===== config.mk =====
export PLATFORM = sky130hd
export DESIGN_NAME = simd_extension_fault_gate
export DESIGN_NICKNAME = d
export VERILOG_FILES = /design/src/shared/simd_fault_pkg.sv /design/src/rtl/ext_fault_decide.sv /design/src/rtl/simd_exc_filter.sv /design/src/rtl/simd_extension_fault_gate.sv
export SDC_FILE = /design/constraint.sdc
export NUM_CORES = 1
export LEC_CHECK = 0
export BUFFER_PORTS_ARGS = -buffer_cell sky130_fd_sc_hd__buf_4
export CAP_MARGIN = 0
export CORE_ASPECT_RATIO = 0.9
export CORE_MARGIN = 4
export CORE_UTILIZATION = 40
export CTS_BUF_LIST = sky130_fd_sc_hd__clkbuf_8
export CTS_CLUSTER_SIZE = 25
export DETAILED_ROUTE_END_ITERATION = 7
export GPL_ROUTABILITY_DRIVEN = 0
export PLACE_DENSITY = 0.94
export SETUP_SLACK_MARGIN = 0.05
export SYNTH_ARGS = -nofsm -noshare
export SYNTH_HDL_FRONTEND = slang
export SYNTH_SLANG_ARGS = --single-unit
export TNS_END_PERCENT = 50

===== constraint.sdc =====
create_clock -name ref_clk_i -period 5.2 [get_ports ref_clk_i]
set_clock_uncertainty 0.15 [all_clocks]
set_input_delay 1.04 -clock ref_clk_i [delete_from_list [all_inputs] [get_ports ref_clk_i]]
set_output_delay 1.04 -clock ref_clk_i [all_outputs]
set_load 0.005 [all_outputs]

===== src/shared/simd_fault_pkg.sv =====
// Purpose: Shared constants and types for the SIMD extension fault gate
// Assumes: Control and feature words arrive as 32-bit values
// Notes: Exception bit positions index every exception vector in the design
package simd_fault_pkg;

	// Control word bit positions
	localparam int unsigned CR_EM_POS = 2;
	localparam int unsigned CR_TS_POS = 3;
	localparam int unsigned CR_NE_POS = 5;

	// Feature flags word bit positions
	localparam int unsigned FEAT_THIRD_POS = 0;
	localparam int unsigned FEAT_SUPP_POS = 9;
	localparam int unsigned FEAT_L1_POS = 19;
	localparam int unsigned FEAT_L2_POS = 20;

	// Exception vectors
	localparam logic [7:0] VEC_NONE = 8'h00;
	localparam logic [7:0] VEC_INVALID_OPCODE = 8'h06;
	localparam logic [7:0] VEC_DEVICE_NA = 8'h07;
	localparam logic [7:0] VEC_SIMD_NUMERIC = 8'h13;

	// Numeric exception vector layout
	localparam int unsigned EXC_W = 5;
	localparam int unsigned EXC_OVF = 0;
	localparam int unsigned EXC_UNF = 1;
	localparam int unsigned EXC_INV = 2;
	localparam int unsigned EXC_PRE = 3;
	localparam int unsigned EXC_DEN = 4;

	// Immediate field positions
	localparam int unsigned IMM_ROUND_PRE_POS = 3;
	localparam int unsigned IMM_SEL_LSB = 4;

	// Lanes of the dot product
	localparam int unsigned LANES_SINGLE = 4;
	localparam int unsigned LANES_DOUBLE = 2;

	// Reset values
	localparam logic IGN_PIN_RESET = 1'b1;
	localparam logic [7:0] VEC_RESET = 8'h00;

	typedef enum logic [3:0] {
		CLS_NONE = 4'h0,
		CLS_THIRD = 4'h1,
		CLS_TRUNC_STORE = 4'h2,
		CLS_SUPP = 4'h3,
		CLS_L1_GEN = 4'h4,
		CLS_DOT_SINGLE = 4'h5,
		CLS_DOT_DOUBLE = 4'h6,
		CLS_ROUND_PS = 4'h7,
		CLS_ROUND_SS = 4'h8,
		CLS_ROUND_PD = 4'h9,
		CLS_ROUND_SD = 4'ha,
		CLS_BLEND_INS_EXT = 4'hb,
		CLS_L2_GEN = 4'hc,
		CLS_CHECKSUM = 4'hd,
		CLS_POPCOUNT = 4'he
	} instr_class_t;

endpackage


===== src/rtl/ext_fault_decide.sv =====
// Purpose: Decides invalid-opcode or device-not-available for one issued instruction
// Assumes: Class already decoded; pure combinational
// Notes: Missing feature and emulation both give invalid-opcode, which outranks task switch
`timescale 1ns/1ps
`default_nettype none
module ext_fault_decide
	import simd_fault_pkg::*;
(
	// Instruction
	input wire instr_class_t cls_i,
	// Machine state
	input wire logic [31:0] feature_flags_word_i,
	input wire logic [31:0] control_word_i,
	// Decision
	output logic invalid_opcode_o,
	output logic device_not_available_fault_o,
	output logic [7:0] vector_o
);

	logic feature_missing;
	logic in_extension;
	logic ts_exempt;

	always_comb begin
		feature_missing = 1'b0;
		in_extension = 1'b1;
		ts_exempt = 1'b0;
		case (cls_i)
			CLS_THIRD, CLS_TRUNC_STORE: begin
				feature_missing = ~feature_flags_word_i[FEAT_THIRD_POS];
			end
			CLS_SUPP: begin
				feature_missing = ~feature_flags_word_i[FEAT_SUPP_POS];
			end
			CLS_L1_GEN, CLS_DOT_SINGLE, CLS_DOT_DOUBLE, CLS_ROUND_PS, CLS_ROUND_SS,
			CLS_ROUND_PD, CLS_ROUND_SD, CLS_BLEND_INS_EXT: begin
				feature_missing = ~feature_flags_word_i[FEAT_L1_POS];
			end
			CLS_L2_GEN: begin
				feature_missing = ~feature_flags_word_i[FEAT_L2_POS];
			end
			CLS_CHECKSUM, CLS_POPCOUNT: begin
				ts_exempt = 1'b1;
			end
			default: begin
				in_extension = 1'b0;
			end
		endcase
	end

	always_comb begin
		invalid_opcode_o = 1'b0;
		device_not_available_fault_o = 1'b0;
		vector_o = VEC_NONE;
		if (in_extension) begin
			if (feature_missing || control_word_i[CR_EM_POS]) begin
				invalid_opcode_o = 1'b1;
				vector_o = VEC_INVALID_OPCODE;
			end else if (control_word_i[CR_TS_POS] && !ts_exempt) begin
				device_not_available_fault_o = 1'b1;
				vector_o = VEC_DEVICE_NA;
			end
		end
	end

endmodule
`default_nettype wire


===== src/rtl/simd_exc_filter.sv =====
// Purpose: Selects the numeric exception classes an instruction may report
// Assumes: Raw flags come from the arithmetic datapath in the same cycle
// Notes: Per-lane input flags only count for lanes the immediate selects
`timescale 1ns/1ps
`default_nettype none
module simd_exc_filter
	import simd_fault_pkg::*;
#(
	parameter int unsigned LANES = LANES_SINGLE
) (
	// Instruction
	input wire instr_class_t cls_i,
	input wire logic [7:0] imm_i,
	// Mode bits
	input wire logic flush_to_zero_i,
	input wire logic denormals_as_zero_i,
	// Raw datapath flags
	input wire logic [EXC_W-1:0] raw_exc_i,
	input wire logic [LANES-1:0] lane_inv_i,
	input wire logic [LANES-1:0] lane_den_i,
	input wire logic [LANES-1:0] lane_nan_i,
	input wire logic src_signalling_nan_i,
	// Filtered result
	output logic [EXC_W-1:0] exc_o,
	output logic [LANES-1:0] lane_zero_o,
	output logic chained_round_o,
	output logic nan_required_o
);

	logic is_dot;
	logic [LANES-1:0] lane_sel;

	assign is_dot = (cls_i == CLS_DOT_SINGLE) || (cls_i == CLS_DOT_DOUBLE);

	for (genvar i = 0; i < LANES; i++) begin : g_lane
		assign lane_sel[i] = imm_i[IMM_SEL_LSB + i] &&
			((cls_i == CLS_DOT_SINGLE) || ((cls_i == CLS_DOT_DOUBLE) && (i < LANES_DOUBLE)));
		assign lane_zero_o[i] = is_dot && !lane_sel[i];
	end

	assign chained_round_o = is_dot && !flush_to_zero_i && !denormals_as_zero_i;
	assign nan_required_o = is_dot && |(lane_nan_i & lane_sel);

	always_comb begin
		exc_o = '0;
		case (cls_i)
			CLS_DOT_SINGLE, CLS_DOT_DOUBLE: begin
				exc_o[EXC_OVF] = raw_exc_i[EXC_OVF];
				exc_o[EXC_UNF] = raw_exc_i[EXC_UNF];
				exc_o[EXC_PRE] = raw_exc_i[EXC_PRE];
				exc_o[EXC_INV] = raw_exc_i[EXC_INV] || |(lane_inv_i & lane_sel);
				exc_o[EXC_DEN] = |(lane_den_i & lane_sel);
			end
			CLS_ROUND_PS, CLS_ROUND_SS, CLS_ROUND_PD, CLS_ROUND_SD: begin
				exc_o[EXC_INV] = src_signalling_nan_i;
				exc_o[EXC_PRE] = raw_exc_i[EXC_PRE] && !imm_i[IMM_ROUND_PRE_POS];
			end
			CLS_THIRD, CLS_TRUNC_STORE: begin
				exc_o = raw_exc_i;
			end
			default: begin
				exc_o = '0;
			end
		endcase
	end

endmodule
`default_nettype wire


===== src/rtl/simd_extension_fault_gate.sv =====
// Purpose: Qualifies faults and numeric exceptions for later SIMD extensions
// Assumes: One instruction offered per enabled cycle; answer one edge later
// Notes: Ignore pin is asynchronous and passes a three-stage synchroniser
`timescale 1ns/1ps
`default_nettype none

// Overview of operation
// - Task-switched bit set on extension issue raises device-not-available fault.
// - Third-set feature flag clear makes its instructions invalid-opcode.
// - Supplemental-set feature flag clear makes its instructions invalid-opcode.
// - First-level fourth-set flag clear makes its instructions invalid-opcode.
// - Second-level flag clear makes compare and string instructions invalid-opcode.
// - Checksum and population count never raise device-not-available.
// - Third set except the truncating store forces numeric-error bit, ignores pin, reports vector 19.
// - Supplemental set forces numeric-error bit and ignores the pin.
// - Supplemental and second-level instructions never raise floating-point errors.
// - Emulation bit set turns any extension fault into invalid-opcode.
// - Dot-product select bits zero unselected lanes and mute their exceptions.
// - Without flush or denormal modes dot products round each stage.
// - Dot product with any exception leaves destination unwritten.
// - Dot products may report overflow, underflow, invalid, precision, denormal.
// - Round operations report only invalid and precision.
// - Round reports invalid only for a signalling NaN source.
// - Round immediate bit 3 suppresses precision regardless of mask.
// - Blend, insert and extract never report numeric exceptions.
module simd_extension_fault_gate
	import simd_fault_pkg::*;
(
	// Clock, reset, enable
	input wire logic ref_clk_i,
	input wire logic reset_i,
	input wire logic clk_en_i,
	// Issue from decode
	input wire logic issue_valid_i,
	input wire instr_class_t instr_class_i,
	input wire logic [7:0] imm_i,
	// Architectural state
	input wire logic [31:0] feature_flags_word_i,
	input wire logic [31:0] control_word_i,
	input wire logic flush_to_zero_i,
	input wire logic denormals_as_zero_i,
	input wire logic ignore_numeric_error_pin_n_i,
	// Datapath flags
	input wire logic [EXC_W-1:0] raw_exc_i,
	input wire logic [LANES_SINGLE-1:0] lane_inv_i,
	input wire logic [LANES_SINGLE-1:0] lane_den_i,
	input wire logic [LANES_SINGLE-1:0] lane_nan_i,
	input wire logic src_signalling_nan_i,
	// Fault answer
	output logic result_valid_o,
	output logic invalid_opcode_o,
	output logic device_not_available_fault_o,
	output logic [7:0] fault_vector_o,
	output logic dest_write_en_o,
	// Numeric answer
	output logic [EXC_W-1:0] simd_exc_o,
	output logic [LANES_SINGLE-1:0] lane_zero_o,
	output logic chained_round_o,
	output logic nan_required_o,
	output logic numeric_error_ctl_bit_o,
	output logic err_vector19_o,
	output logic err_x87_o
);

	logic ign_s1_q;
	logic ign_s2_q;
	logic ign_s3_q;
	logic ign_n_q;
	logic dec_ud;
	logic dec_dna;
	logic [7:0] dec_vec;
	logic [EXC_W-1:0] flt_exc;
	logic [LANES_SINGLE-1:0] flt_zero;
	logic flt_chain;
	logic flt_nan;
	logic is_dot;
	logic is_trunc;
	logic simd_reports;
	logic ne_forced;
	logic ne_eff;
	logic any_exc;
	logic fault_d;

	ext_fault_decide u_decide (
		.cls_i(instr_class_i),
		.feature_flags_word_i(feature_flags_word_i),
		.control_word_i(control_word_i),
		.invalid_opcode_o(dec_ud),
		.device_not_available_fault_o(dec_dna),
		.vector_o(dec_vec)
	);

	simd_exc_filter #(
		.LANES(LANES_SINGLE)
	) u_filter (
		.cls_i(instr_class_i),
		.imm_i(imm_i),
		.flush_to_zero_i(flush_to_zero_i),
		.denormals_as_zero_i(denormals_as_zero_i),
		.raw_exc_i(raw_exc_i),
		.lane_inv_i(lane_inv_i),
		.lane_den_i(lane_den_i),
		.lane_nan_i(lane_nan_i),
		.src_signalling_nan_i(src_signalling_nan_i),
		.exc_o(flt_exc),
		.lane_zero_o(flt_zero),
		.chained_round_o(flt_chain),
		.nan_required_o(flt_nan)
	);

	// Ignore pin synchroniser; value moves only when stages two and three agree
	always_ff @(posedge ref_clk_i) begin
		if (reset_i) begin
			ign_s1_q <= IGN_PIN_RESET;
			ign_s2_q <= IGN_PIN_RESET;
			ign_s3_q <= IGN_PIN_RESET;
			ign_n_q <= IGN_PIN_RESET;
		end else if (clk_en_i) begin
			ign_s1_q <= ignore_numeric_error_pin_n_i;
			ign_s2_q <= ign_s1_q;
			ign_s3_q <= ign_s2_q;
			if (ign_s2_q == ign_s3_q) begin
				ign_n_q <= ign_s3_q;
			end
		end
	end

	assign is_dot = (instr_class_i == CLS_DOT_SINGLE) || (instr_class_i == CLS_DOT_DOUBLE);
	assign is_trunc = instr_class_i == CLS_TRUNC_STORE;
	assign fault_d = dec_ud || dec_dna;
	assign any_exc = |flt_exc;

	assign ne_forced = (instr_class_i == CLS_THIRD) || (instr_class_i == CLS_SUPP);
	assign ne_eff = ne_forced || control_word_i[CR_NE_POS];
	assign simd_reports = (instr_class_i == CLS_THIRD) || is_dot ||
		(instr_class_i == CLS_ROUND_PS) || (instr_class_i == CLS_ROUND_SS) ||
		(instr_class_i == CLS_ROUND_PD) || (instr_class_i == CLS_ROUND_SD);

	always_ff @(posedge ref_clk_i) begin
		if (reset_i) begin
			result_valid_o <= 1'b0;
			invalid_opcode_o <= 1'b0;
			device_not_available_fault_o <= 1'b0;
			fault_vector_o <= VEC_RESET;
			dest_write_en_o <= 1'b0;
		end else if (clk_en_i) begin
			result_valid_o <= issue_valid_i;
			invalid_opcode_o <= issue_valid_i && dec_ud;
			device_not_available_fault_o <= issue_valid_i && dec_dna;
			fault_vector_o <= issue_valid_i ? dec_vec : VEC_NONE;
			dest_write_en_o <= issue_valid_i && !fault_d && !(is_dot && any_exc);
		end
	end

	// Numeric exception and error flags are dropped when the instruction faults, since it never runs
	always_ff @(posedge ref_clk_i) begin
		if (reset_i) begin
			simd_exc_o <= '0;
			lane_zero_o <= '0;
			chained_round_o <= 1'b0;
			nan_required_o <= 1'b0;
			numeric_error_ctl_bit_o <= 1'b0;
			err_vector19_o <= 1'b0;
			err_x87_o <= 1'b0;
		end else if (clk_en_i) begin
			simd_exc_o <= (issue_valid_i && !fault_d) ? flt_exc : '0;
			lane_zero_o <= issue_valid_i ? flt_zero : '0;
			chained_round_o <= issue_valid_i && flt_chain;
			nan_required_o <= issue_valid_i && flt_nan;
			numeric_error_ctl_bit_o <= ne_eff;
			// vector 19 path ignores the pin
			err_vector19_o <= issue_valid_i && !fault_d && simd_reports && any_exc;
			// x87-style store still honours the control bit and the pin
			err_x87_o <= issue_valid_i && !fault_d && is_trunc && any_exc &&
				(control_word_i[CR_NE_POS] || ign_n_q);
		end
	end

	a_ts_fault: assert property (
		@(posedge ref_clk_i) disable iff (reset_i)
		clk_en_i && issue_valid_i && control_word_i[CR_TS_POS] && !control_word_i[CR_EM_POS]
		&& instr_class_i == CLS_SUPP && feature_flags_word_i[FEAT_SUPP_POS]
		|=> device_not_available_fault_o && fault_vector_o == 8'h07)
		else $error("task switch did not raise device fault");

	a_third_missing: assert property (
		@(posedge ref_clk_i) disable iff (reset_i)
		clk_en_i && issue_valid_i && instr_class_i == CLS_THIRD
		&& !feature_flags_word_i[FEAT_THIRD_POS]
		|=> invalid_opcode_o && !device_not_available_fault_o && !dest_write_en_o)
		else $error("missing third set did not raise invalid opcode");

	a_supp_missing: assert property (
		@(posedge ref_clk_i) disable iff (reset_i)
		clk_en_i && issue_valid_i && instr_class_i == CLS_SUPP
		&& !feature_flags_word_i[FEAT_SUPP_POS]
		|=> invalid_opcode_o && fault_vector_o == 8'h06)
		else $error("missing supplemental set did not raise invalid opcode");

	a_l1_missing: assert property (
		@(posedge ref_clk_i) disable iff (reset_i)
		clk_en_i && issue_valid_i && instr_class_i == CLS_DOT_SINGLE
		&& !feature_flags_word_i[FEAT_L1_POS]
		|=> invalid_opcode_o && simd_exc_o == 5'h00)
		else $error("missing first level did not raise invalid opcode");

	a_l2_missing: assert property (
		@(posedge ref_clk_i) disable iff (reset_i)
		clk_en_i && issue_valid_i && instr_class_i == CLS_L2_GEN
		&& !feature_flags_word_i[FEAT_L2_POS]
		|=> invalid_opcode_o)
		else $error("missing second level did not raise invalid opcode");

	a_ts_exempt: assert property (
		@(posedge ref_clk_i) disable iff (reset_i)
		clk_en_i && issue_valid_i
		&& (instr_class_i == CLS_CHECKSUM || instr_class_i == CLS_POPCOUNT)
		|=> !device_not_available_fault_o)
		else $error("checksum or population count raised device fault");

	a_em_wins: assert property (
		@(posedge ref_clk_i) disable iff (reset_i)
		clk_en_i && issue_valid_i && control_word_i[CR_EM_POS]
		&& instr_class_i != CLS_NONE
		|=> invalid_opcode_o && !device_not_available_fault_o)
		else $error("emulation bit did not give invalid opcode");

	a_dot_keep: assert property (
		@(posedge ref_clk_i) disable iff (reset_i)
		clk_en_i && issue_valid_i && is_dot && !fault_d
		##1 simd_exc_o != 5'h00
		|-> !dest_write_en_o)
		else $error("dot product with exception wrote destination");

	a_round_only: assert property (
		@(posedge ref_clk_i) disable iff (reset_i)
		clk_en_i && issue_valid_i && $past(clk_en_i) && instr_class_i inside
		{CLS_ROUND_PS, CLS_ROUND_SS, CLS_ROUND_PD, CLS_ROUND_SD}
		|=> (simd_exc_o & 5'h13) == 5'h00)
		else $error("round reported overflow, underflow or denormal");

	a_round_pre: assert property (
		@(posedge ref_clk_i) disable iff (reset_i)
		clk_en_i && issue_valid_i && imm_i[3] && instr_class_i inside
		{CLS_ROUND_PS, CLS_ROUND_SS, CLS_ROUND_PD, CLS_ROUND_SD}
		|=> !simd_exc_o[3])
		else $error("round precision not suppressed by immediate");

	a_silent_set: assert property (
		@(posedge ref_clk_i) disable iff (reset_i)
		clk_en_i && issue_valid_i && (instr_class_i == CLS_BLEND_INS_EXT
		|| instr_class_i == CLS_SUPP || instr_class_i == CLS_L2_GEN)
		|=> simd_exc_o == 5'h00 && !err_vector19_o && !err_x87_o)
		else $error("silent instruction reported numeric exception");

	a_lane_mute: assert property (
		@(posedge ref_clk_i) disable iff (reset_i)
		clk_en_i && issue_valid_i && instr_class_i == CLS_DOT_SINGLE
		&& imm_i[7:4] == 4'h0 && !fault_d
		|=> lane_zero_o == 4'hf && !simd_exc_o[4])
		else $error("unselected lanes not zeroed or muted");

	a_chain_mode: assert property (
		@(posedge ref_clk_i) disable iff (reset_i)
		clk_en_i && issue_valid_i && instr_class_i == CLS_DOT_DOUBLE
		|=> chained_round_o == (!$past(flush_to_zero_i) && !$past(denormals_as_zero_i)))
		else $error("dot product rounding mode wrong");

	a_third_vec19: assert property (
		@(posedge ref_clk_i) disable iff (reset_i)
		clk_en_i && issue_valid_i && instr_class_i == CLS_THIRD && !fault_d
		&& raw_exc_i != 5'h00
		|=> err_vector19_o && numeric_error_ctl_bit_o && !err_x87_o)
		else $error("third set error not sent to vector 19");

	a_supp_ne: assert property (
		@(posedge ref_clk_i) disable iff (reset_i)
		clk_en_i && instr_class_i == CLS_SUPP
		|=> numeric_error_ctl_bit_o)
		else $error("supplemental set did not force numeric-error bit");

	a_l2_no_err: assert property (
		@(posedge ref_clk_i) disable iff (reset_i)
		clk_en_i && issue_valid_i
		&& (instr_class_i == CLS_CHECKSUM || instr_class_i == CLS_POPCOUNT)
		|=> simd_exc_o == 5'h00 && !err_vector19_o && !err_x87_o)
		else $error("second level instruction reported floating-point error");

	a_round_inv: assert property (
		@(posedge ref_clk_i) disable iff (reset_i)
		clk_en_i && issue_valid_i && !src_signalling_nan_i && instr_class_i inside
		{CLS_ROUND_PS, CLS_ROUND_SS, CLS_ROUND_PD, CLS_ROUND_SD}
		|=> !simd_exc_o[2])
		else $error("round reported invalid without signalling NaN source");

	a_dot_double: assert property (
		@(posedge ref_clk_i) disable iff (reset_i)
		clk_en_i && issue_valid_i && instr_class_i == CLS_DOT_DOUBLE
		|=> lane_zero_o[3:2] == 2'h3)
		else $error("double dot product used upper lanes");

	a_fault_quiet: assert property (
		@(posedge ref_clk_i) disable iff (reset_i)
		clk_en_i && issue_valid_i && fault_d
		|=> !dest_write_en_o && simd_exc_o == 5'h00 && !err_vector19_o && !err_x87_o)
		else $error("faulting instruction updated state");

	a_no_issue: assert property (
		@(posedge ref_clk_i) disable iff (reset_i)
		clk_en_i && !issue_valid_i
		|=> !result_valid_o && !invalid_opcode_o && !device_not_available_fault_o
		&& !dest_write_en_o)
		else $error("answer without an issued instruction");

endmodule
`default_nettype wire


Yosys cells after proc, flatten, opt, wreduce, memory -nomap -nowiden
Index checks and enable logic that the tools add are counted.
{"block": "word_totals", "ff_bits": 30, "input_bits": 101, "output_inout_bits": 26, "wordCells": 114}
{"block": "op_classes", "eq_ne": 15, "mux": 17, "n_bitwise": 7, "n_reduce_logical": 59}
{"operator": "$eq A4 B4 Y1 const B", "count": 7}
{"operator": "$logic_and A1 B1 Y1", "count": 25}
{"operator": "$mux W8", "count": 3}
{"operator": "$reduce_or A4 Y1", "count": 5}
{"operator": "$eq A4 B3 Y1 const B", "count": 4}
{"operator": "$reduce_or A14 Y1", "count": 1}
{"operator": "$and A4 B4 Y4", "count": 3}
{"operator": "$logic_or A1 B1 Y1", "count": 12}
{"operator": "$logic_not A1 Y1", "count": 10}
{"operator": "$eq A4 B2 Y1 const B", "count": 2}
{"operator": "$reduce_or A8 Y1", "count": 1}
{"operator": "$mux W1", "count": 7}
{"operator": "$pmux W2 S3", "count": 1}
{"operator": "$reduce_or A2 Y1", "count": 3}
{"operator": "$mux W5", "count": 1}
{"operator": "$reduce_or A5 Y1", "count": 1}
{"operator": "$eq A4 B1 Y1 const B", "count": 1}
{"operator": "$mux W4", "count": 1}
{"operator": "$not A1 Y1", "count": 4}
{"operator": "$pmux W1 S4", "count": 1}
{"operator": "$mux W3", "count": 1}
{"operator": "$mux W2", "count": 1}
{"operator": "$pmux W1 S2", "count": 1}
{"operator": "$reduce_and A2 Y1", "count": 1}
{"operator": "$eq A1 B1 Y1", "count": 1}

Depth between registers and ports, before layout
Gate-level depths: netlist (run 1).
{"block": "logic_depth", "ltp_word": 14, "depth_mapped": 7, "ltp_nobuf": 5}

Modules after synthesis
From an unflattened synthesis (run 1), not the netlist that was laid out.
{"block": "unflattened", "hier_cells": 184, "hier_area_um2": 1566.5}
{"module": "simd_extension_fault_gate", "instances": 1, "cells_per_inst": 120, "area_per_inst_um2": 1123.6, "seq_area_each_um2": 600.6}
{"module": "simd_exc_filter", "instances": 1, "cells_per_inst": 40, "area_per_inst_um2": 290.3, "seq_area_each_um2": 0.0}
{"module": "ext_fault_decide", "instances": 1, "cells_per_inst": 24, "area_per_inst_um2": 152.6, "seq_area_each_um2": 0.0}

Least setup slack after synthesis (run 1)
No wires, ideal clock.
{"block": "synth_path", "path_type": "input port to flip-flop", "from": "input port instr_class_i[1]", "to": "register err_vector19_o", "setup_time_ns": 0.138, "arrival_time_ns": 2.188, "t_required_ns": 4.912, "setup_slack_ns": 2.725, "path_stages": 6, "path_buffers": 1, "cell_sequence": "buf_6 xnor2_2 nor2_1 a22o_1 nor4bb_2 o32ai_1"}
{"block": "synth_between", "elab_chain_cells": 13, "elab_cells_between_ends": 56, "cone_classes": "eq/ne: 14; mux: 11; bitwise: 2; reduce/logical: 29"}
{"item": "from (decl)", "line": "simd_extension_fault_gate.sv:35", "source": "input wire instr_class_t instr_class_i,"}
{"item": "branches (longest 12 deep; another with $reduce_or A8 Y1)"}
{"item": "$logic_and A1 B1 Y1 (*)", "line": "simd_extension_fault_gate.sv:172", "source": "err_vector19_o <= issue_valid_i && !fault_d && simd_reports && any_exc;"}
{"item": "to (signal assigned)", "line": "simd_extension_fault_gate.sv:172"}
{"item": "to (decl)", "line": "simd_extension_fault_gate.sv:61", "source": "output logic err_vector19_o,"}
Every way passes the cells marked *.
A chain may end at the register's enable or synchronous reset.

Worst setup path in the final report (run 1)
{"block": "layout_path", "from": "input port instr_class_i[1]", "to": "register dest_write_en_o"}
{"block": "layout_between", "elab_chain_cells": 12, "elab_cells_between_ends": 52, "cone_classes": "eq/ne: 14; mux: 11; bitwise: 2; reduce/logical: 25"}
{"item": "branches (longest 11 deep; another with $reduce_or A5 Y1)"}
{"item": "$logic_and A1 B1 Y1 (*)", "line": "simd_extension_fault_gate.sv:151", "source": "dest_write_en_o <= issue_valid_i && !fault_d && !(is_dot && any_exc);"}
{"item": "to (signal assigned)", "line": "simd_extension_fault_gate.sv:151"}
{"item": "to (decl)", "line": "simd_extension_fault_gate.sv:54", "source": "output logic dest_write_en_o,"}
Marks and branches as above.

==> out/qor.log, run 1 <==
[global_routing] vias in the first global route 1257
[clock_tree] clock input transition at the sequential cells of the worst setup and hold paths 0.08 ns
[cells_and_area] fraction of layout cells with a size suffix above 1 0.3505
[drt] WL per Instance 13.70 um
[cells_and_area] max reg flops 5
[drt] number of DRC violations after detailed routing 0
[power] leakage power figure 0.0007644 uW
[cells_and_area] antenna diode count 0
[yosys] cell taking the most area after synthesis dfxtp_1
[clock_tree] number of clock buffers inserted by TritonCTS 3
[cells_and_area] post-layout util 0.5769
[worst_hold_path] kind of path behind the tightest hold check flip-flop to flip-flop
[global_routing] wire length of the first global-routing pass 5.430 mm
[critical_path] slowest stage delay, CP 0.42 ns
[die] count of pins on the block boundary 127
[critical_path] Worst Path Arrival 2.53 ns
[placement] port buffer count 61
[timing] clock period minus worst slack 2.501 ns
[critical_path] required time of the worst setup path 5.23 ns
[clock_tree] cts-stage hold buffer count 0
[global_routing] global-route met3 utilization 0.04137
[yosys] cell types with the largest area share after synthesis dfxtp_1, a21oi_1, nand3_1, nor2_1, buf_4
[clock_tree] post_cts resized 0
[power] Design Power 376.7 uW
[yosys] Seq/Total Area, Yosys 0.3455
[timing] achievable clock frequency 0.3998 GHz
[worst_hold_path] startpoint of the most critical hold path ign_s3_q$_SDFFE_PP1P_
[critical_path] category of the most critical setup path input port to flip-flop
[critical_path] highest net fanout along the worst path 11
[cells_and_area] storage element area 460.4 um2
[die] DIE AREA 0.004320 mm2
[drt] ANT nets after route 0
[critical_path] cell-by-cell trace of the critical path buf_4 -> xnor2_2 -> nor4_1 -> nor4_2 -> o21bai_2 -> a221oi_2
[yosys] number of enable-type register cells in the synthesized netlist 0
[yosys] number of cells produced by synthesis 162
[clock_tree] clock tree from TritonCTS done
[yosys] Mapped Avg Cell Area 8.225 um2
[outcome] result of the run complete, no violations
[timing] Final Slew Violations 0
[critical_path] crit path from instr_class_i[1]
[drt] detailed router's first-iteration violation count 87
[clock_tree] root buffer selected by CTS clkbuf_8
[yosys] synthesized flop and latch total 23
[critical_path] launch instance of the worst register-to-register path ign_s2_q$_SDFFE_PP1P_
[job] count of maximum capacitance violations 0
[timing] post-route clock period utilization 0.4810
[yosys] share of flip-flops with an asynchronous set or reset after synthesis 0
[critical_path] CP Capture Type flip-flop
[cells_and_area] fill cell total of the finished layout 277
[cells_and_area] biggest registers after layout simd_exc_o x5, lane_zero_o x4, fault_vector_o x2
[global_routing] final global-route overflow total 0
[die] effective utilization at floorplan 0.4279
[die] die boundary width 68.84 um
[global_routing] met1 GRT Util 0.2184
[timing] Final Hold Vio Count 0
[drt] vias per inst 5.387
[critical_path] CP max-delay cell nor4_2
[global_routing] most used routing layer met2
[timing] Setup violations, final 0
[power] highest ir drop seen on vdd 122.4 uV
[global_routing] largest net degree at the start of global routing 23
[drt] routed wire length 3.506 mm
[yosys] top-count cell post-synth dfxtp_1
[clock_tree] H-tree depth 1
[cells_and_area] largest register by flop count simd_exc_o
[yosys] number of warnings reported in the yosys synthesis log 0
[yosys] flip-flop cell with the highest count after synthesis dfxtp_1
[placement] half-perimeter wire length after detailed placement 2.735 mm
[cells_and_area] Nets 316
[global_routing] global routing usage summed across all routing layers 0.1577
[timing] setup repair after global routing missed its margin false
[cells_and_area] multi-input logic area 749.5 um2
[critical_path] dominant delay contributor by cell family on the critical path simple AND/OR/NAND/NOR gates
[die] Cell Rows 19
[global_routing] initial antenna violation count 0
[cells_and_area] area grow syn2layout 34.84%
[clock_tree] worst skew pair latency 0.26 ns
[die] height of the die 62.76 um
[yosys] synthesized area 0.001333 mm2
[clock_tree] Clock Path Buffers 2
[drt] total number of vias 1379
[clock_tree] post-CTS setup-driven buffer insertion count 0
[yosys] area share of the largest cell type after synthesis 0.3455
[timing] setup_tns 0 ns
[yosys] Commonest cells post-synth dfxtp_1, a21oi_1, nor2_1
[die] core footprint 0.003114 mm2
[drt] total iterations of the first detailed-routing run 5
[critical_path] Buf+Inv Stages, Crit Path 1
[power] Power Dens Cells 209.7 mW/mm2
[yosys] Cell variety after synth 48
[clock_tree] clock sink total 23
[critical_path] Worst Setup Start Kind input port
[global_routing] met2 Resource Use GR 0.2405
==> cells in the final DEF (no fill, tap or decap), types with 4 or more instances in the layout <==
cell type,instances
nand3_1,12
o32ai_1,4
nor2_1,15
dfxtp_1,23
nand2b_1,5
buf_4,61
conb_1,5
nand2_1,9
o21ai_0,6
inv_1,7
a21oi_1,17
==> tightest hold or removal path, stage by stage (launching register included) <==
cell	delay, ns
dfxtp_1	0.31
inv_1	0.04
o21ai_0	0.06
==> area by class of cell <==
type | count | share of cell area
repair buffers | 61 | 0.2549
inverters | 8 | 0.01671
flip-flops and latches | 23 | 0.2563
clock inverters | 1 | 0.002786
well taps | 42 | 0.02925
multi-input cells | 118 | 0.4171
clock buffers | 3 | 0.02298
==> final timing paths <==
path	endpoint	slack, ns	cells after the start
worst max-delay path	dest_write_en_o$_SDFFE_PP0P_	2.70	6
worst min-delay path	ign_s3_q$_SDFFE_PP1P_	0.31	2
worst min register to register	ign_s3_q$_SDFFE_PP1P_	0.31	2
worst max register to register	ign_n_q$_SDFFE_PP1P_	4.25	3
==> through the flow <==
step	hold WS (ns)	area, um2	std cells	setup slack, ns
final	0.3070	1797	256	2.699
after global routing	0.3272	1797	256	2.591
after CTS	0.3115	1797	256	2.720
after detailed placement	0.2963	1750	252	2.441
after global placement	0.2962	1750	252	2.502
after floorplan	0.2799	1348	166	2.725
==> power by group <==
part           total, uW  internal, uW  switching (uW)
Sequential           183           180            2.61
Clock                112          53.5            58.2
Combinational       82.0          41.9            40.2
Total                377           276             101
==> logic make-up (layout without fill, tap and decap cells) <==
group	Yosys count	in the layout	synth area share
xor gates and xnor gates	2	2	0.01878
DFF	23	23	0.3455
other	1	5	0.002814
muxes	2	2	0.01502
and+or+nand+nor	60	60	0.2479
AOI/OAI and AO/OA	49	49	0.2667
buffers and inverters	25	73	0.1033
==> per-layer routing <==
metal / routed length (um) / share of wire
met1: 1525 / 0.43
met2: 1607 / 0.46
met3: 342 / 0.098
met4: 31 / 0.0088
met5: 0 / 0
Power figures use the tool's default switching activity.
==> run 2: changes to the inputs <==
- ABC_AREA: unset -> 1
- CORE_UTILIZATION: 40 -> 33
- PLACE_DENSITY: 0.94 -> 0.85
- clock period: 5.2 -> 2.3 ns (I/O delays scaled with it)
==> out/qor.log, run 2 <==
[cells_and_area] most common cell after layout, fill and taps aside buf_4
[timing] clock period minus worst slack 1.725 ns
[yosys] top-count cell post-synth nand2_1
[cells_and_area] max reg flops 5 [unchanged]
[yosys] arithmetic-cell share of the synthesized area counting full adders, half adders and majority gates 0 [unchanged]
[yosys] synthesized area 0.001292 mm2 [-3.0%]
[cells_and_area] fraction of layout cells with a size suffix above 1 0.3360 [-0.01447]
[clock_tree] number of clock buffers inserted by TritonCTS 3 [unchanged]
[drt] vias per inst 4.689 [-13%]
[critical_path] Worst Setup Start Kind input port
[clock_tree] post_cts resized 0 [unchanged]
[timing] Final Hold Vio Count 0 [unchanged]
[critical_path] category of the most critical setup path input port to flip-flop
[yosys] Cell variety after synth 30 [-38%]
[timing] achievable clock frequency 0.5797 GHz
[yosys] area fraction in compound gates after synthesis 0.1481 [-0.1186]
[power] Power Dens Cells 468.3 mW/mm2 [+120%]
[cells_and_area] final cell count without fillers 296 [+16%]
[critical_path] Worst Path Arrival 1.77 ns [-0.76 ns]
[yosys] number of enable-type register cells in the synthesized netlist 0 [unchanged]
[power] proportion of power drawn by combinational gates 0.211 [-0.007]
[cells_and_area] antenna diode count 0 [unchanged]
[clock_tree] worst skew pair latency 0.26 ns [about the same]
[global_routing] global routing usage summed across all routing layers 0.1407 [-0.01697]
[global_routing] wire length of the first global-routing pass 5.575 mm [+2.7%]
[drt] number of DRC violations after detailed routing 0 [unchanged]
[power] sequential share of power 0.492 [+0.006]
[timing] setup repair after global routing missed its margin false
[placement] placed instance count 292 [+16%]
[cells_and_area] largest register by flop count simd_exc_o
[clock_tree] cts-stage hold buffer count 0 [unchanged]
[yosys] number of warnings reported in the yosys synthesis log 0 [unchanged]
[timing] Setup violations, final 0 [unchanged]
[die] DIE AREA 0.004983 mm2 [+15%]
[yosys] synthesized flop and latch total 23 [unchanged]
[power] switching power of the nets 228.9 uW [+130%]
[clock_tree] clock sink total 23 [unchanged]
[yosys] Mapped Avg Cell Area 6.732 um2 [-18%]
[clock_tree] clock tree from TritonCTS done
[cells_and_area] fill cell total of the finished layout 387 [+40%]
[power] internal power contribution 614.9 uW [+120%]
[clock_tree] post-CTS setup-driven buffer insertion count 0 [unchanged]
[die] die boundary width 73.97 um [+7.5%]
[critical_path] slowest stage delay, CP 0.29 ns [-0.13 ns]
[yosys] share of synthesized cell area in and, or, nand and nor gates 0.3853 [+0.1374]
[die] core footprint 0.003757 mm2 [+21%]
[worst_hold_path] kind of path behind the tightest hold check input port to flip-flop
[placement] DP Area 0.001755 mm2 [+0.29%]
[timing] setup_tns 0 ns [unchanged]
[yosys] number of cells produced by synthesis 192 [+19%]
[placement] port buffer count 61 [unchanged]
[drt] detailed router's first-iteration violation count 68 [-22%]
[timing] post-route clock period utilization 0.7501
[drt] ANT nets after route 0 [unchanged]
[yosys] share of flip-flops with an asynchronous set or reset after synthesis 0 [unchanged]
[yosys] share of cell area taken by muxes after synthesis 0 [-0.01502]
[yosys] area share of xor/xnor cells in the synthesized design 0 [-0.01878]
[cells_and_area] Nets 352 [+11%]
[power] clock power share 0.297 [about the same]
[cells_and_area] multi-input logic area 708.2 um2 [-5.5%]
[drt] total number of vias 1388 [+0.65%]
[critical_path] CP Capture Type flip-flop
[drt] total iterations of the first detailed-routing run 4 [-1]
[job] count of maximum capacitance violations 0 [unchanged]
[outcome] result of the run complete, no violations
[critical_path] CP max-delay cell o22ai_1
[critical_path] required time of the worst setup path 2.35 ns [-2.88 ns]
[cells_and_area] leading cell types in the layout, fill and taps excluded buf_4, nand2_1, dfxtp_1, a21oi_1, nand3_1
[cells_and_area] post-layout util 0.4795 [-0.09742]
[timing] Max transition margin 0.5683
[power] switching power share of the total 0.2713 [+0.003332]
[clock_tree] clock input transition at the sequential cells of the worst setup and hold paths 0.08 ns [about the same]
[yosys] Seq/Total Area, Yosys 0.3562 [+0.01070]
[global_routing] vias in the first global route 1258 [+0.080%]
[clock_tree] root buffer selected by CTS clkbuf_8
[global_routing] final global-route overflow total 0 [unchanged]
[die] count of pins on the block boundary 127 [unchanged]
[die] height of the die 67.37 um [+7.4%]
[timing] Final Slew Violations 0 [unchanged]
[critical_path] highest net fanout along the worst path 8 [-3]
[cells_and_area] post-route design area 0.001802 mm2 [+0.28%]
[yosys] cell taking the most area after synthesis dfxtp_1
[global_routing] initial antenna violation count 0 [unchanged]
[drt] routed wire length 3.528 mm [+0.63%]
[power] leakage power figure 0.0008351 uW [+9.2%]
[die] Cell Rows 21 [+2]
[cells_and_area] storage element area 460.4 um2 [unchanged]
[cells_and_area] biggest registers after layout simd_exc_o x5, lane_zero_o x4, fault_vector_o x2
[critical_path] cell-by-cell trace of the critical path buf_4 -> nor2_2 -> inv_1 -> o22ai_1 -> inv_2 -> a21oi_4 -> nand3_1 -> a21oi_1
[drt] WL per Instance 11.92 um [-13%]
[critical_path] Buf+Inv Stages, Crit Path 3 [+2]
[yosys] cell types with the largest area share after synthesis dfxtp_1, nand2_1, a21oi_1, nand3_1, buf_4
[yosys] flip-flop cell with the highest count after synthesis dfxtp_1
[global_routing] largest net degree at the start of global routing 24 [+4.3%]
[yosys] area share of the largest cell type after synthesis 0.3562 [+0.01070]
[critical_path] dominant delay contributor by cell family on the critical path compound AO/OA/AOI/OAI gates
[yosys] Commonest cells post-synth nand2_1, dfxtp_1, a21oi_1
[clock_tree] Clock Path Buffers 2 [unchanged]
[placement] half-perimeter wire length after detailed placement 2.939 mm [+7.4%]
[die] effective utilization at floorplan 0.3440 [-0.08389]
[clock_tree] H-tree depth 1 [unchanged]
[yosys] largest family of logic cells by synthesized area simple AND/OR/NAND/NOR gates
[power] highest ir drop seen on vdd 268.7 uV [+120%]
[timing] transition time at the pin with the least slew margin 0.6469 ns
[cells_and_area] area grow syn2layout 39.40%
-- run 2: power groups by stage --
stage	Clock [uW]	Sequential, uW	Combinational [uW]
final	251	415	178
after global routing	272	417	198
after CTS	256	416	178
after detailed placement	0	425	178
after global placement	0	425	175
after floorplan	0	425	94.0
-- run 2: per-stage QoR --
step / hold slack, ns / worst slack [ns] / total power (uW)
2_1_floorplan: 0.2792 / 0.6857 / 518.7
3_3_place_gp: 0.2939 / 0.3391 / 599.7
3_5_place_dp: 0.2999 / 0.3173 / 602.4
4_1_cts: 0.2530 / 0.5849 / 849.8
5_1_grt: 0.2566 / 0.4464 / 887.5
6_report: 0.2557 / 0.5749 / 843.8
-- run 2: worst paths after layout --
path | startpoint | endpoint | slack (ns) | depth (start not counted)
worst max-delay path | instr_class_i[3] | err_x87_o$_SDFFE_PP0P_ | 0.57 | 8
worst min-delay path | ignore_numeric_error_pin_n_i | ign_s1_q$_SDFFE_PP1P_ | 0.26 | 3
worst min register to register | simd_exc_o[2]$_SDFFE_PP0P_ | simd_exc_o[2]$_SDFFE_PP0P_ | 0.32 | 2
worst max register to register | ign_n_q$_SDFFE_PP1P_ | err_x87_o$_SDFFE_PP0P_ | 1.31 | 4
-- run 2: worst min-delay path, cell delays in order --
cell	delay, ns
buf_4	0.08
nand2_1	0.04
nand3_1	0.06
-- run 2: metal layers --
metal,up-vias,GRT usage,wire length (um)
li1,731,-,-
met3,4,0.04167,328
met4,0,0.04751,49
met2,55,0.2124,1513
met5,-,0,0
met1,598,0.1905,1636
-- run 2: kinds of logic (layout without fill, tap and decap cells) --
logic type      after synthesis  in the layout
buf+inv                      30             84
simple gates                105            105
other cells                   1              5
compound gates               33             33
flops                        23             23
-- run 2: cell type report --
type / instances / share of cell area
timing repair buffer: 61 / 0.2542
tap: 46 / 0.03194
clock inverter: 1 / 0.002778
sequential: 23 / 0.2556
inverter: 19 / 0.03958
clock buffer: 3 / 0.02292
multi-input combinational: 143 / 0.3931
==> run 3: changes to the inputs <==
- CORE_UTILIZATION: 33 -> 37
- PLACE_DENSITY: 0.85 -> 0.89
- clock period: 2.3 -> 1.7 ns (I/O delays scaled with it)
==> out/qor.log, run 3 (synthesized netlist as in run 2, its figures left out) <==
[die] die boundary width 70.30 um [-5.0%]
[global_routing] initial antenna violation count 0 [unchanged]
[placement] placed instance count 304 [+4.1%]
[drt] WL per Instance 11.98 um [+0.49%]
[die] core footprint 0.003378 mm2 [-10%]
[clock_tree] clock sink total 23 [unchanged]
[placement] half-perimeter wire length after detailed placement 3.043 mm [+3.6%]
[power] clock power share 0.293 [-0.004]
[power] Power Dens Cells 613.8 mW/mm2 [+31%]
[drt] vias per inst 4.721 [+0.67%]
[job] count of maximum capacitance violations 0 [unchanged]
[cells_and_area] area grow syn2layout 48.21%
[clock_tree] root buffer selected by CTS clkbuf_8
[timing] Final Slew Violations 0 [unchanged]
[cells_and_area] max reg flops 5 [unchanged]
[die] effective utilization at floorplan 0.3826 [+0.03860]
[critical_path] dominant delay contributor by cell family on the critical path compound AO/OA/AOI/OAI gates
[power] internal power contribution 853.6 uW [+39%]
[timing] achievable clock frequency 0.6583 GHz
[drt] total iterations of the first detailed-routing run 4 [unchanged]
[cells_and_area] most common cell after layout, fill and taps aside buf_4
[global_routing] final global-route overflow total 0 [unchanged]
[global_routing] wire length of the first global-routing pass 6.113 mm [+9.7%]
[clock_tree] clock input transition at the sequential cells of the worst setup and hold paths 0.08 ns [about the same]
[timing] Setup violations, final 0 [unchanged]
[clock_tree] worst skew pair latency 0.27 ns [about the same]
[critical_path] cell-by-cell trace of the critical path buf_4 -> inv_2 -> nand2_1 -> nand2_4 -> inv_2 -> o21ai_2 -> nand3_2 -> a21oi_4 -> nand3_1 -> a21oi_1
[drt] routed wire length 3.689 mm [+4.6%]
[timing] final setup slack of the worst path 0.1810 ns [-0.3939 ns]
[global_routing] global routing usage summed across all routing layers 0.1660 [+0.02522]
[critical_path] CP max-delay cell a21oi_4
[cells_and_area] leading cell types in the layout, fill and taps excluded buf_4, nand2_1, dfxtp_1, a21oi_1, nand3_1
[power] proportion of power drawn by combinational gates 0.228 [+0.017]
[clock_tree] number of clock buffers inserted by TritonCTS 3 [unchanged]
[placement] port buffer count 61 [unchanged]
[timing] Final Hold Vio Count 0 [unchanged]
[power] switching power of the nets 322.1 uW [+41%]
[cells_and_area] largest register by flop count simd_exc_o
[drt] ANT nets after route 0 [unchanged]
[critical_path] highest net fanout along the worst path 8 [unchanged]
[critical_path] category of the most critical setup path input port to flip-flop
[drt] total number of vias 1454 [+4.8%]
[cells_and_area] Nets 366 [+4.0%]
[die] Cell Rows 20 [-4.8%]
[cells_and_area] antenna diode count 0 [unchanged]
[cells_and_area] multi-input logic area 719.4 um2 [+1.6%]
[drt] detailed router's first-iteration violation count 61 [-10%]
[cells_and_area] fill cell total of the finished layout 329 [-15%]
[clock_tree] H-tree depth 1 [unchanged]
[outcome] result of the run complete, no violations
[critical_path] required time of the worst setup path 1.76 ns [-0.59 ns]
[clock_tree] Clock Path Buffers 2 [unchanged]
[critical_path] CP Capture Type flip-flop
[die] count of pins on the block boundary 127 [unchanged]
[critical_path] slowest stage delay, CP 0.26 ns [-0.03 ns]
[critical_path] Worst Setup Start Kind input port
[clock_tree] clock tree from TritonCTS done
[critical_path] Worst Path Arrival 1.58 ns [-0.19 ns]
[placement] pre-CTS setup slack -0.1291 ns [-0.4464 ns]
[critical_path] cell type with the highest occurrence count on the critical path inv_2
[power] leakage power figure 0.0009045 uW [+8.3%]
[drt] number of DRC violations after detailed routing 0 [unchanged]
[die] DIE AREA 0.004504 mm2 [-9.6%]
[cells_and_area] fraction of layout cells with a size suffix above 1 0.3750 [+0.03900]
[cells_and_area] biggest registers after layout simd_exc_o x5, lane_zero_o x4, fault_vector_o x2
[global_routing] largest net degree at the start of global routing 22 [-8.3%]
[power] sequential share of power 0.478 [-0.014]
[timing] setup repair after global routing missed its margin false
[die] height of the die 64.07 um [-4.9%]
[cells_and_area] final cell count without fillers 308 [+4.1%]
[timing] clock period minus worst slack 1.519 ns
[critical_path] Buf+Inv Stages, Crit Path 3 [unchanged]
[power] highest ir drop seen on vdd 294.6 uV [+9.6%]
[cells_and_area] storage element area 460.4 um2 [unchanged]
[global_routing] vias in the first global route 1378 [+9.5%]
[power] switching power share of the total 0.2740 [+0.002638]
[worst_hold_path] kind of path behind the tightest hold check input port to flip-flop
[timing] post-route clock period utilization 0.8935
run 3: layout make-up:
class,count,area share
Sequential cell,23,0.2404
Inverter,19,0.03723
Clock inverter,1,0.002613
Clock buffer,3,0.02155
Timing Repair Buffer,75,0.2939
Multi-Input combinational cell,143,0.3756
Tap cell,44,0.02874
run 3: metal layers:
metal,GRT usage,part of all wire,vias to the layer above
met4,0.07416,0.021,0
met1,0.2218,0.46,624
met3,0.03145,0.085,7
li1,-,-,756
met2,0.2582,0.43,67
met5,0,0,-
run 3: through the flow:
| stage | area [um2] | total power (uW) | setup TNS [ns] | hold slack [ns] | utilization |
|---|---|---|---|---|---|
| 3_5_place_dp | 1858 | 840.0 | -0.8003 | 0.3074 | 0.5500 |
| 2_1_floorplan | 1308 | 701.8 | 0 | 0.2792 | - |
| 5_1_grt | 1916 | 1243 | 0 | 0.1292 | 0.5670 |
| 6_report | 1916 | 1176 | 0 | 0.1312 | 0.5670 |
| 4_1_cts | 1904 | 1182 | 0 | 0.1270 | 0.5637 |
| 3_3_place_gp | 1858 | 833.5 | -0.2834 | 0.2918 | 0.5500 |
run 3: what timing repair did:
item,CTS,global route
buffers inserted,0,0
endpoints found under the setup margin,0,4
gates resized for setup,0,2
hold buffers,0,0
endpoints found under the hold margin,0,0
run 3: power by group through the flow:
stage | logic, uW | clock network [uW] | registers (uW)
after CTS | 266 | 353 | 563
after floorplan | 127 | 0 | 575
final | 269 | 345 | 563
after global routing | 297 | 381 | 565
after detailed placement | 265 | 0 | 575
after global placement | 259 | 0 | 574
run 3: worst reg2reg max path: stages (launching register included):
cell and delay (ns):
dfxtp_1 0.34, o21ai_0 0.09, nor2_1 0.11, nand3_1 0.10, a21oi_1 0.12
run 3: path summary, 6_finish.rpt:
path                                 from                           end  slack [ns]  depth (start not counted)
min          ignore_numeric_error_pin_n_i         ign_s1_q$_SDFFE_PP1P_        0.13                          3
min reg2reg  chained_round_o$_SDFFE_PP0P_  chained_round_o$_SDFFE_PP0P_        0.32                          2
max reg2reg          ign_n_q$_SDFFE_PP1P_        err_x87_o$_SDFFE_PP0P_        0.72                          4
max                      instr_class_i[0]        err_x87_o$_SDFFE_PP0P_        0.18                         10
